`config.mk`:
```
export PLATFORM = sky130hd
export DESIGN_NAME = printer_port
export DESIGN_NICKNAME = d
export VERILOG_FILES = /design/src/verilog/printer_port_pkg.sv /design/src/verilog/word_buffer.sv /design/src/verilog/printer_port.sv
export SDC_FILE = /design/constraint.sdc
export NUM_CORES = 1
export LEC_CHECK = 0
export ABC_CLOCK_PERIOD_IN_PS = 1150
export BUFFER_PORTS_ARGS = -buffer_cell sky130_fd_sc_hd__buf_2
export CAP_MARGIN = 20
export CORE_ASPECT_RATIO = 0.7
export CORE_MARGIN = 5
export CORE_UTILIZATION = 40
export DETAILED_ROUTE_END_ITERATION = 10
export GPL_TIMING_DRIVEN = 0
export PLACE_DENSITY = 0.75
export SETUP_SLACK_MARGIN = 0.5
export SLEW_MARGIN = 20
export SYNTH_ARGS = -nofsm -noshare
export SYNTH_HDL_FRONTEND = slang
export SYNTH_SLANG_ARGS = --single-unit
```
`constraint.sdc`:
```
create_clock -name CLK_IN -period 1.15 [get_ports CLK_IN]
set_input_delay 0 -clock CLK_IN [delete_from_list [all_inputs] [get_ports CLK_IN]]
set_output_delay 0 -clock CLK_IN [all_outputs]
set_load 0.005 [all_outputs]
```
`src/verilog/printer_port_pkg.sv`:
```
/*
  Constants and types shared by the printer port and its write buffer.
  Assumes a single 200 MHz system clock and host strobes synchronous to it.
*/
// Operation
// pin low: input only when select holds AA
// pin high: control bit 5 picks direction
// output mode: data port write drives pins
// input mode: data port read returns pins
// reset leaves data port in output mode
// acknowledge falling edge clears status bit 2
// status read sets status bit 2 again
// status bits 3-6 mirror four inputs
// status bit 7 is inverted busy
// status bits 1 and 0 read one
// command readback shows pins, enable, ones
// command bits active for low pins, init high
// control write drives the four handshake pins
// control bit 4 enables interrupt, 7-6 ignored
// two address bits select the registers
// reset: data output zero, strobe high, irq off
// irq driven while pending and enabled
// host reads status after each acknowledge
package printer_port_pkg;

  typedef logic [7:0] byte_t;
  typedef logic [1:0] addr_t;

  // =========================================================
  // register selection
  localparam addr_t ADDR_DATA_PORT = 2'h0;
  localparam addr_t ADDR_SELECT_STATUS = 2'h1;
  localparam addr_t ADDR_CONTROL_COMMAND = 2'h2;

  // =========================================================
  // control register fields
  localparam int CTRL_STROBE = 0;
  localparam int CTRL_AUTO_LINEFEED = 1;
  localparam int CTRL_INIT = 2;
  localparam int CTRL_SELECT_IN = 3;
  localparam int CTRL_IRQ_ENABLE = 4;
  localparam int CTRL_DIRECTION = 5;
  localparam int CTRL_WIDTH = 6;

  // =========================================================
  // status register fields
  localparam int STAT_IRQ_CLEAR = 2;
  localparam int STAT_ERROR = 3;
  localparam int STAT_SELECTED = 4;
  localparam int STAT_PAPER_EMPTY = 5;
  localparam int STAT_ACK = 6;
  localparam int STAT_NOT_BUSY = 7;

  // =========================================================
  // fixed values and reset values
  localparam byte_t INPUT_SELECT_CODE = 8'hAA;
  localparam logic [1:0] STATUS_LOW_ONES = 2'h3;
  localparam logic [2:0] COMMAND_HIGH_ONES = 3'h7;
  localparam byte_t DATA_RESET = 8'h00;
  localparam byte_t SELECT_RESET = 8'h00;
  localparam logic [CTRL_WIDTH-1:0] CTRL_RESET = 6'h00;
  localparam logic [1:0] RESET_SYNC_RESET = 2'h0;

  // =========================================================
  // write buffer shape
  localparam int BUF_WIDTH = 8;
  localparam int BUF_DEPTH = 2;

endpackage

```
`src/verilog/word_buffer.sv`:
```
/*
  Two-entry flip-flop buffer with valid/ready on both sides.
  Assumes an asynchronous active-low reset already released cleanly.
*/
module word_buffer #(
  parameter int WIDTH = printer_port_pkg::BUF_WIDTH,
  parameter int DEPTH = printer_port_pkg::BUF_DEPTH
) (
  input wire logic clk_in,
  input wire logic rst_n_in,
  input wire logic in_valid_in,
  output logic in_ready_out,
  input wire logic [WIDTH-1:0] in_data_in,
  output logic out_valid_out,
  input wire logic out_ready_in,
  output logic [WIDTH-1:0] out_data_out
);
  import printer_port_pkg::*;

  localparam int PW = (DEPTH > 1) ? $clog2(DEPTH) : 1;
  localparam int CW = $clog2(DEPTH + 1);

  logic [WIDTH-1:0] mem [DEPTH];
  logic [PW-1:0] wr_ptr, next_wr_ptr, rd_ptr, next_rd_ptr;
  logic [CW-1:0] count, next_count;
  logic push, pop;

  assign in_ready_out = (count != CW'(DEPTH));
  assign out_valid_out = (count != '0);
  assign out_data_out = mem[rd_ptr];
  assign push = in_valid_in & in_ready_out;
  assign pop = out_valid_out & out_ready_in;

  always_comb
  begin
    next_wr_ptr = wr_ptr;
    next_rd_ptr = rd_ptr;
    next_count = count;
    if (push)
    begin
      next_wr_ptr = (wr_ptr == PW'(DEPTH - 1)) ? '0 : wr_ptr + 1'b1;
    end
    if (pop)
    begin
      next_rd_ptr = (rd_ptr == PW'(DEPTH - 1)) ? '0 : rd_ptr + 1'b1;
    end
    if (push && !pop)
    begin
      next_count = count + 1'b1;
    end
    else if (pop && !push)
    begin
      next_count = count - 1'b1;
    end
  end

  always_ff @(posedge clk_in or negedge rst_n_in)
  begin
    if (!rst_n_in)
    begin
      wr_ptr <= '0;
      rd_ptr <= '0;
      count <= '0;
    end
    else
    begin
      wr_ptr <= next_wr_ptr;
      rd_ptr <= next_rd_ptr;
      count <= next_count;
    end
  end

  // storage carries no reset: nothing reads an entry before it is written
  always_ff @(posedge clk_in)
  begin
    if (push)
    begin
      mem[wr_ptr] <= in_data_in;
    end
  end
endmodule

```
`src/verilog/printer_port.sv`:
```
/*
  Bidirectional printer port: data port, direction select, status,
  control and command readback, acknowledge interrupt, and a two-entry
  buffer between host data writes and the data pins.
  Assumes host strobes and printer inputs are synchronous to CLK_IN.
*/
module printer_port (
  input wire logic CLK_IN,
  input wire logic RESETN_IN,
  input wire printer_port_pkg::addr_t ADDR_IN,
  input wire logic WR_N_IN,
  input wire logic RD_N_IN,
  input wire printer_port_pkg::byte_t DATA_IN,
  output printer_port_pkg::byte_t DATA_OUT,
  output logic DATA_OE_OUT,
  output logic WRITE_READY_OUT,
  input wire logic DIRECTION_MODE_PIN_IN,
  input wire printer_port_pkg::byte_t PRINTER_DATA_PINS_IN,
  output printer_port_pkg::byte_t PRINTER_DATA_PINS_OUT,
  output logic PRINTER_DATA_PINS_OE_OUT,
  output logic STROBE_N_OUT,
  output logic AUTO_LINEFEED_N_OUT,
  output logic INIT_OUT,
  output logic SELECT_IN_N_OUT,
  input wire logic ERROR_N_IN,
  input wire logic PRINTER_SELECTED_IN,
  input wire logic PAPER_EMPTY_IN,
  input wire logic ACK_N_IN,
  input wire logic BUSY_IN,
  output logic PRINTER_IRQ_OUT,
  output logic PRINTER_IRQ_OE_OUT
);
  import printer_port_pkg::*;

  // =========================================================
  // reset release
  logic [1:0] rst_sync;
  logic rst_n;

  always_ff @(posedge CLK_IN or negedge RESETN_IN)
  begin
    if (!RESETN_IN)
    begin
      rst_sync <= RESET_SYNC_RESET;
    end
    else
    begin
      rst_sync <= {rst_sync[0], 1'b1};
    end
  end

  assign rst_n = rst_sync[1];

  // =========================================================
  // host strobe edges
  logic wr_n_q, rd_n_q;
  addr_t rd_addr;
  logic next_wr_n_q, next_rd_n_q;
  addr_t next_rd_addr;
  logic write_pulse, read_end;

  // writes act on the falling write strobe, read side effects on the
  // rising read strobe, so a long read cycle clears the flag only once
  assign write_pulse = wr_n_q & ~WR_N_IN;
  assign read_end = ~rd_n_q & RD_N_IN;

  always_comb
  begin
    next_wr_n_q = WR_N_IN;
    next_rd_n_q = RD_N_IN;
    next_rd_addr = RD_N_IN ? rd_addr : ADDR_IN;
  end

  always_ff @(posedge CLK_IN or negedge rst_n)
  begin
    if (!rst_n)
    begin
      wr_n_q <= 1'b1;
      rd_n_q <= 1'b1;
      rd_addr <= ADDR_DATA_PORT;
    end
    else
    begin
      wr_n_q <= next_wr_n_q;
      rd_n_q <= next_rd_n_q;
      rd_addr <= next_rd_addr;
    end
  end

  // =========================================================
  // control and direction select registers
  logic [CTRL_WIDTH-1:0] ctrl, next_ctrl;
  byte_t io_select, next_io_select;
  logic input_mode;

  always_comb
  begin
    next_ctrl = ctrl;
    next_io_select = io_select;
    if (write_pulse && ADDR_IN == ADDR_CONTROL_COMMAND)
    begin
      next_ctrl = DATA_IN[CTRL_WIDTH-1:0];
    end
    if (write_pulse && ADDR_IN == ADDR_SELECT_STATUS)
    begin
      next_io_select = DATA_IN;
    end
  end

  always_ff @(posedge CLK_IN or negedge rst_n)
  begin
    if (!rst_n)
    begin
      ctrl <= CTRL_RESET;
      io_select <= SELECT_RESET;
    end
    else
    begin
      ctrl <= next_ctrl;
      io_select <= next_io_select;
    end
  end

  always_comb
  begin
    if (DIRECTION_MODE_PIN_IN)
    begin
      input_mode = ctrl[CTRL_DIRECTION];
    end
    else
    begin
      input_mode = (io_select == INPUT_SELECT_CODE);
    end
  end

  assign PRINTER_DATA_PINS_OE_OUT = ~input_mode;
  assign STROBE_N_OUT = ~ctrl[CTRL_STROBE];
  assign AUTO_LINEFEED_N_OUT = ~ctrl[CTRL_AUTO_LINEFEED];
  assign INIT_OUT = ctrl[CTRL_INIT];
  assign SELECT_IN_N_OUT = ~ctrl[CTRL_SELECT_IN];

  // =========================================================
  // data write path
  // words written while the pins face inward wait here until output
  // mode returns; a third such write is refused and WRITE_READY_OUT shows it
  logic buf_in_valid, buf_out_valid;
  byte_t buf_out_data;
  byte_t pins_out, next_pins_out;

  assign buf_in_valid = write_pulse && (ADDR_IN == ADDR_DATA_PORT);

  word_buffer #(
    .WIDTH(BUF_WIDTH),
    .DEPTH(BUF_DEPTH)
  ) u_write_buffer (
    .clk_in(CLK_IN),
    .rst_n_in(rst_n),
    .in_valid_in(buf_in_valid),
    .in_ready_out(WRITE_READY_OUT),
    .in_data_in(DATA_IN),
    .out_valid_out(buf_out_valid),
    .out_ready_in(~input_mode),
    .out_data_out(buf_out_data)
  );

  always_comb
  begin
    next_pins_out = pins_out;
    if (buf_out_valid && !input_mode)
    begin
      next_pins_out = buf_out_data;
    end
  end

  always_ff @(posedge CLK_IN or negedge rst_n)
  begin
    if (!rst_n)
    begin
      pins_out <= DATA_RESET;
    end
    else
    begin
      pins_out <= next_pins_out;
    end
  end

  assign PRINTER_DATA_PINS_OUT = pins_out;

  // =========================================================
  // acknowledge interrupt
  logic ack_q, next_ack_q;
  logic irq_clear, next_irq_clear;
  logic ack_fall, status_read;

  assign ack_fall = ack_q & ~ACK_N_IN;
  assign status_read = read_end && (rd_addr == ADDR_SELECT_STATUS);

  always_comb
  begin
    next_ack_q = ACK_N_IN;
    next_irq_clear = irq_clear;
    // a new acknowledge in the same cycle as the clearing read wins
    if (ack_fall)
    begin
      next_irq_clear = 1'b0;
    end
    else if (status_read)
    begin
      next_irq_clear = 1'b1;
    end
  end

  always_ff @(posedge CLK_IN or negedge rst_n)
  begin
    if (!rst_n)
    begin
      ack_q <= 1'b1;
      irq_clear <= 1'b1;
    end
    else
    begin
      ack_q <= next_ack_q;
      irq_clear <= next_irq_clear;
    end
  end

  assign PRINTER_IRQ_OE_OUT = ctrl[CTRL_IRQ_ENABLE] & ~irq_clear;
  assign PRINTER_IRQ_OUT = 1'b1;

  // =========================================================
  // read data
  byte_t status_value, command_value, read_mux;
  byte_t read_data, next_read_data;

  always_comb
  begin
    status_value = {~BUSY_IN, ACK_N_IN, PAPER_EMPTY_IN, PRINTER_SELECTED_IN,
                    ERROR_N_IN, irq_clear, STATUS_LOW_ONES};
    command_value = {COMMAND_HIGH_ONES, ctrl[CTRL_IRQ_ENABLE], ~SELECT_IN_N_OUT,
                     INIT_OUT, ~AUTO_LINEFEED_N_OUT, ~STROBE_N_OUT};
    unique case (ADDR_IN)
      ADDR_DATA_PORT: read_mux = input_mode ? PRINTER_DATA_PINS_IN : pins_out;
      ADDR_SELECT_STATUS: read_mux = status_value;
      ADDR_CONTROL_COMMAND: read_mux = command_value;
      default: read_mux = 8'h00;
    endcase
  end

  always_comb
  begin
    next_read_data = read_data;
    if (!RD_N_IN)
    begin
      next_read_data = read_mux;
    end
  end

  always_ff @(posedge CLK_IN or negedge rst_n)
  begin
    if (!rst_n)
    begin
      read_data <= 8'h00;
    end
    else
    begin
      read_data <= next_read_data;
    end
  end

  assign DATA_OUT = read_data;
  assign DATA_OE_OUT = ~rd_n_q & ~RD_N_IN;
endmodule

```
==> results of run 1 <==
-- timing repair --
item	CTS	global route
buffers inserted	29	6
hold endpoints to repair	44	15
pin swaps	10	9
endpoints found under the setup margin	117	85
hold buffers	15	5
gates resized for setup	27	24
-- cell usage in the layout, fill, tap and decap left out, drive strengths merged, types with 8 or more instances in the layout --
master	count
mux2i	12
mux2	13
dfrtp	38
nand2	14
nor3	8
clkbuf	12
a21oi	11
nor2	18
nor2b	8
dlygate4sd3	16
edfxtp	16
buf	95
-- worst max path at each step --
| stage | startpoint | to |
|---|---|---|
| finish | io_select[2]$_DFFE_PN0P_ | u_write_buffer.count[1]$_DFFE_PN0P_ |
| global route | io_select[2]$_DFFE_PN0P_ | u_write_buffer.count[1]$_DFFE_PN0P_ |
| CTS | io_select[4]$_DFFE_PN0P_ | u_write_buffer.count[1]$_DFFE_PN0P_ |
| detailed placement | io_select[5]$_DFFE_PN0P_ | u_write_buffer.count[1]$_DFFE_PN0P_ |
| global placement | io_select[5]$_DFFE_PN0P_ | u_write_buffer.count[1]$_DFFE_PN0P_ |
| floorplan | io_select[5]$_DFFE_PN0P_ | u_write_buffer.count[1]$_DFFE_PN0P_ |
-- stage by stage --
step           cells  total power, mW  worst slack (ns)
2_1_floorplan    203             4.01            -0.494
3_3_place_gp     332             4.58            -0.658
3_5_place_dp     332             4.66            -0.697
4_1_cts          392             6.85            -0.501
5_1_grt          399             7.57            -0.569
6_report         399             7.19            -0.494
-- layout make-up --
class,count,share of cell area [%]
sequential,58,39.8
buffer,10,2.39
clock inverter,5,0.550
tap,78,2.52
inverter,6,0.712
multi-input combinational,129,29.8
clock buffer,11,3.66
timing repair buffer,102,20.6
-- state kept, by name, summed over array words and instances, names as in the netlist --
signal,count
u_write_buffer.rd_ptr,1
ack_q,1
u_write_buffer.count,2
rd_n_q,1
u_write_buffer.wr_ptr,1
PRINTER_DATA_PINS_OUT,8
ctrl,6
rd_addr,2
irq_clear,1
u_write_buffer.mem,16
wr_n_q,1
rst_sync,2
DATA_OUT,8
io_select,8
-- worst reg2reg max path: stages (launching register included) --
cell     delay (ns)
dfrtp_1        0.40
nor3b_4        0.29
a31oi_4        0.15
buf_6          0.15
inv_4          0.05
ha_4           0.12
xor2_2         0.15
nor2_2         0.06
xor2_1         0.15
-- power groups by stage --
stage               clock network (mW)  logic [mW]  registers, mW
floorplan                            0        1.11           2.90
global route                      1.72        2.92           2.92
CTS                               1.61        2.38           2.86
finish                            1.60        2.71           2.87
global placement                     0        1.64           2.94
detailed placement                   0        1.69           2.96
-- metal layers --
layer | vias up | GRT usage [%] | routed length (um)
met5 | - | 0 | 0
met4 | 0 | 5.75 | 112
met3 | 11 | 6.52 | 527
met2 | 75 | 26.8 | 3190
met1 | 986 | 25.4 | 3130
li1 | 940 | - | -
-- cells by family (layout without fill, tap and decap cells) --
group | count (synthesis) | count (layout) | synth area share [%]
fa+ha+maj | 1 | 1 | 0.494
other cells | 1 | 2 | 0.148
simple gates | 63 | 63 | 13.4
flops | 58 | 58 | 60.7
xor+xnor | 5 | 5 | 1.73
mux | 25 | 25 | 10.5
compound gates | 33 | 33 | 9.44
buf+inv | 16 | 134 | 3.51
-- synth_stat cells, types with 3 or more instances --
master    number
a21oi_1       11
nand2_1       14
buf_2          5
dfstp_2        4
nor2_1        16
nand3_1        3
mux2_2        13
nand3b_1       3
dfrtp_1       38
o21ai_0        7
a221oi_1       3
edfxtp_1      16
nor2b_1        8
inv_1          6
nor3_1         8
nand2b_1       3
a211oi_1       5
xor2_1         3
mux2i_1       12
==> metrics.md, run 1 <==
| Metric | Value |
|---|---|
| Vias in the first global route | 2119 |
| Drt first pass iters | 4 |
| Clock network power share | 22.3% |
| WP depth | 8 |
| Worst IR drop on VDD | 0.916 mV |
| Critical-path maximum fanout | 2 |
| Hold_sp | DATA_IN[0] |
| Seq cells post-synth | 58 |
| Clk sinks | 58 |
| Pwr/cell area | 1860 nW/um^2 |
| Delay-heaviest family, CP | flip-flops |
| Min-Delay Path Depth | 2 |
| Initial Util | 40.9% |
| Hold Path Class | in -> reg |
| Synth top area share | 37.6% |
| Flop2flop setup slack | -0.49 ns |
| Via density | 5.04 |
| Crit path time final | 1.64 ns |
| Max Buffers Root-to-Sink | 2 |
| Nets | 345 |
| Max-cap violations | 0 |
| Sequential Power Share | 39.9% |
| Largest net degree at the start of global routing | 21 |
| CP peak stage delay | 0.40 ns |
| CTS clk-pin slew, worst paths | 0.07 ns |
| Fraction of registers with async set/reset | 72.4% |
| Yosys warns | 0 |
| CTS tree | done |
| Final setup margin | -0.494 ns |
| Failing checks | hold timing, setup timing |
| Final setup violation count | 52 |
| Row Count | 24 |
| Crit-path slowest cell | dfrtp_1 |
| Total GRT Usage | 18.3% |
| Root Buffer | clkbuf_8 |
| Hold Path End | io_select[0]$_DFFE_PN0P_ |
| CTS H-tree depth | 3 |
| Sequential cell area | 1540 sq um |
| Initial antenna violation count | 0 |
| FF-to-FF End | u_write_buffer.count[1]$_DFFE_PN0P_ |
| Syn Std Cell Area | 2530 sq um |
| Cell area after layout | 3870 sq um |
| Logic pwr share | 37.8% |
| Critical path endpoint category | flop |
| Switching portion of total power | 32.0% |
| Seq/Total Area, Yosys | 60.7% |
| Ant diodes | 0 |
| Die area | 8040 sq um |
| Fill cells | 488 |
| IO Port Bufs | 51 |
| Initial DRC count | 140 |
| DRC Markers | 0 |
| Synth area leader | dfrtp_1 |
| Sw power | 2.30 mW |
| Final Max Slew Viols | 0 |
| Ys flop type | dfrtp_1 |
| Final Wtd Congestion | 0.789 |
| Core ar. | 6190 sq um |
| I/O pin cnt | 53 |
| RSZ-0062 raised after global routing | true |
| Final hold slack | -0.0635 ns |
| Antenna violation net count after detailed routing | 0 |
| Final WL | 6960 um |
| Max Clock Skew | 0.00681 ns |
| Routed via count | 2012 |
| HPWL reported at the end of detailed placement | 4270 um |
| Crit path DAT | 1.87 ns |
| Fin Setup TNS | -15.42 ns |
| Post-synth EDFFs | 16 |
| Mapped Avg Cell Area | 12.5 sq um |
| Reg2reg start | io_select[2]$_DFFE_PN0P_ |
| Critical Path RT | 1.38 ns |
| Cells along the critical path | nor3b_4 -> a31oi_4 -> buf_6 -> inv_4 -> ha_4 -> xor2_2 -> nor2_2 -> xor2_1 |
| Fin. Hold Viols | 9 |
| Area grow syn2layout | 52.7% |
| Fmax | 0.608 GHz |
| Gate Count Post-Synth | 202 |
| Die span in y | 76.6 um |
| Wire per inst | 17.4 um |
| Status | complete, but fails checks |
| Total gr overflow | 0 |
| Die Wd | 105 um |
| Register-to-Register Path Depth | 8 |
| Clk_lat worst skew | 0.34 ns |
| Relative slew slack | 54.0% |
| Top cells by area, synth | dfrtp_1 (38%), edfxtp_1 (19%), mux2_2 (5.8%) |
| First-pass GRT wire length | 11300 um |
| Cell area after placement | 3010 sq um |
| Period utilization | 143% |
| Area of the multi-input gates | 1150 sq um |
| Slew @ Worst Pin | 0.691 ns |
| Total CTS buffers | 9 |
| Crit path launch type | flop |
| Final core utilization | 62.5% |
| Internal power | 4.89 mW |
| Distinct cells, synth | 37 |
| Leakage | 1.69 nW |
| Crit path buf inv count | 2 |
| Critical setup path kind | reg -> reg |
| Share of cells above drive strength 1 | 53.3% |
Note: power is estimated with default switching activity, not from simulation.
==> run 2: changes to the inputs <==
ABC_AREA = 1   (was not set)
==> run 2 against run 1 <==
  * The flow still finishes with violations (hold timing, setup timing)
  * First-iteration DRC count is 9.3% lower
  * Setup slack better by 0.048 ns
  * Non-clock buffer count is 5 lower
  * Largest cell class unchanged
  * Synthesized area increased by 2.2%
  * Synthesized cell count up 43%
==> metrics.md, run 2 <==
| Metric | Value |
|---|---|
| Critical Path RT | 1.15 ns |
| Pwr/cell area | 1920 nW/um^2 |
| Post-synth EDFFs | 16 |
| DRC Markers | 0 |
| Row Count | 24 |
| Commonest non-fill, non-tap cells in the layout | nand2_1 (89), buf_2 (46), dfrtp_1 (36) |
| Worst IR drop on VDD | 0.921 mV |
| CTS tree | done |
| Routed via count | 2308 |
| Distinct cells, synth | 30 |
| IO Port Bufs | 51 |
| First-pass GRT wire length | 11100 um |
| Max Clock Skew | 0.00629 ns |
| Failing checks | hold timing, setup timing |
| Top cells by area, synth | dfrtp_1 (37%), edfxtp_1 (19%), nand2_1 (15%) |
| Grt met3 use | 8.05% |
| Seq cells post-synth | 58 |
| Ys flop type | dfrtp_1 |
| Switching portion of total power | 33.4% |
| Status | complete, but fails checks |
| Initial DRC count | 127 |
| Crit path DAT | 1.60 ns |
| Share of cells above drive strength 1 | 46.1% |
| RSZ-0062 raised after global routing | true |
| Vias in the first global route | 2273 |
| Total CTS buffers | 9 |
| Total GRT Usage | 17.7% |
| Final setup violation count | 51 |
| Core ar. | 6250 sq um |
| Total gr overflow | 0 |
| Relative slew slack | 57.7% |
| Antenna violation net count after detailed routing | 0 |
| Crit path time final | 1.60 ns |
| I/O pin cnt | 53 |
| Sw power | 2.53 mW |
| Internal power | 5.04 mW |
| Synth area leader | dfrtp_1 |
| Initial Util | 41.4% |
| Final Wtd Congestion | 0.783 |
| Register-to-Register Path Depth | 11 |
| Max-cap violations | 0 |
| CTS clk-pin slew, worst paths | 0.07 ns |
| Root Buffer | clkbuf_8 |
| Die area | 8200 sq um |
| Min-Delay Path Depth | 4 |
| Max Buffers Root-to-Sink | 2 |
| M2 GR Usage | 26.7% |
| Commonest non-fill, non-tap cell in the layout | nand2_1 |
| Sequential Power Share | 37.8% |
| Critical path endpoint category | primary output |
| Synth top area share | 36.8% |
| CTS H-tree depth | 3 |
| Fraction of registers with async set/reset | 72.4% |
| Biggest register | u_write_buffer.mem |
| Yosys warns | 0 |
| Initial antenna violation count | 0 |
| Slew @ Worst Pin | 0.633 ns |
| Synth top cells by count | nand2_1 (105), dfrtp_1 (38), inv_1 (29) |
| Ant diodes | 0 |
| Via density | 4.77 |
| Gate Count Post-Synth | 288 |
| Seq/Total Area, Yosys | 59.4% |
| Period utilization | 139% |
| Fin. Hold Viols | 3 |
| Fin Setup TNS | -17.79 ns |
| Mapped Avg Cell Area | 8.98 sq um |
| Final WL | 7120 um |
| HPWL reported at the end of detailed placement | 4540 um |
| Wire per inst | 14.7 um |
| Crit path launch type | flop |
| Global route hottest layer | met2 |
| Final Max Slew Viols | 0 |
| Area grow syn2layout | 52.0% |
| Fmax | 0.627 GHz |
| Drt first pass iters | 4 |
| Clock network power share | 27.4% |
| Clk_lat worst skew | 0.34 ns |
| Grt met1 use | 23.2% |
| Hold Path Class | in -> reg |
| Top-count cell post-synth | nand2_1 |
| Max reg flops | 16 |
| Die Wd | 106 um |
| Clk sinks | 58 |
| Fill cells | 514 |
| Final setup margin | -0.446 ns |
| Nets | 430 |
| Leakage | 1.95 nW |
| Critical setup path kind | reg -> out |
| Logic pwr share | 34.8% |
| Largest net degree at the start of global routing | 21 |
| Die span in y | 77.3 um |
| Final hold slack | -0.0228 ns |
| Syn Std Cell Area | 2590 sq um |
| Critical-path maximum fanout | 5 |
==> run 2: cell count changes in the layout (fill, tap and decap cells not counted), moves of 7 or more <==
cell	change
nand2_1	+78
inv_1	+20
inv_2	+13
mux2_4	-12
mux2i_1	-12
o21ai_1	+11
nand2_2	+9
nand3_2	+9
nand2_4	+7
==> run 2: kinds of logic (layout without fill, tap and decap cells) <==
family,Yosys count,count (layout),share of synthesized area [%]
buf+inv,48,165,7.69
other cells,1,2,0.145
flops,58,58,59.4
mux,1,1,0.435
compound gates,29,29,6.68
simple gates,146,146,23.8
xor+xnor,4,4,1.35
fa+ha+maj,1,1,0.484
==> run 2: per-stage QoR <==
step,power (mW),instances,area [sq um],setup slack (ns),util (%)
after global routing,8.02,484,3930,-0.544,62.9
after global placement,4.68,418,3060,-0.551,49.0
after CTS,7.12,470,3640,-0.410,58.3
after floorplan,4.09,289,2710,-0.451,-
after detailed placement,4.76,418,3060,-0.595,49.0
final,7.57,484,3930,-0.446,62.9
==> run 2: area by class of cell <==
type / count / area (sq um) / area share (%)
Multi-Input combinational cell: 183 / 1090 / 27.8
Timing Repair Buffer: 101 / 768 / 19.5
Clock buffer: 10 / 138 / 3.50
Clock inverter: 6 / 80.1 / 2.04
Buffer: 6 / 48.8 / 1.24
Inverter: 42 / 163 / 4.14
Sequential cell: 58 / 1540 / 39.2
Tap cell: 78 / 97.6 / 2.48
==> run 2: timing repair <==
action | 4_1_cts | 5_1_grt
resized for setup | 14 | 47
hold buffers | 14 | 1
hold endpoints to repair | 46 | 4
endpoints found under the setup margin | 116 | 78
pin swaps | 14 | 13
setup buffers | 20 | 14
cloned | 2 | 0
==> run 2: final timing paths <==
kind / slack [ns] / end / from
worst max-delay path: -0.45 / PRINTER_DATA_PINS_OE_OUT / io_select[2]$_DFFE_PN0P_
worst min-delay path: -0.02 / DATA_OUT[7]$_DFFE_PN0N_ / BUSY_IN
worst max register to register: -0.43 / u_write_buffer.count[1]$_DFFE_PN0P_ / io_select[2]$_DFFE_PN0P_
worst min register to register: 0.26 / PRINTER_DATA_PINS_OUT[3]$_DFFE_PN0P_ / rst_sync[1]$_DFF_PN0_
max in group asynchronous: 0.55 / rst_sync[1]$_DFF_PN0_ / RESETN_IN
min in group asynchronous: 0.26 / PRINTER_DATA_PINS_OUT[3]$_DFFE_PN0P_ / rst_sync[1]$_DFF_PN0_
==> run 2: power by group through the flow <==
stage / Combinational (mW) / Clock [mW] / Sequential (mW)
floorplan: 1.26 / 0 / 2.84
global placement: 1.81 / 0 / 2.87
detailed placement: 1.87 / 0 / 2.89
CTS: 2.21 / 2.10 / 2.81
global route: 2.91 / 2.21 / 2.91
finish: 2.63 / 2.08 / 2.86
==> run 2: per-layer routing <==
metal  wire, um  vias to the layer above
met5          0                        -
met4         52                        0
met2       3470                       61
met3        495                        5
li1           -                     1119
met1       3100                     1123
==> run 2: critical path, stage by stage, from the launching register on <==
cell,delay [ns]
dfrtp_1,0.40
inv_2,0.07
nand2_2,0.06
nor2_4,0.12
nand3_4,0.09
nand2_4,0.09
inv_4,0.04
buf_4,0.13
buf_8,0.14
buf_6,0.11
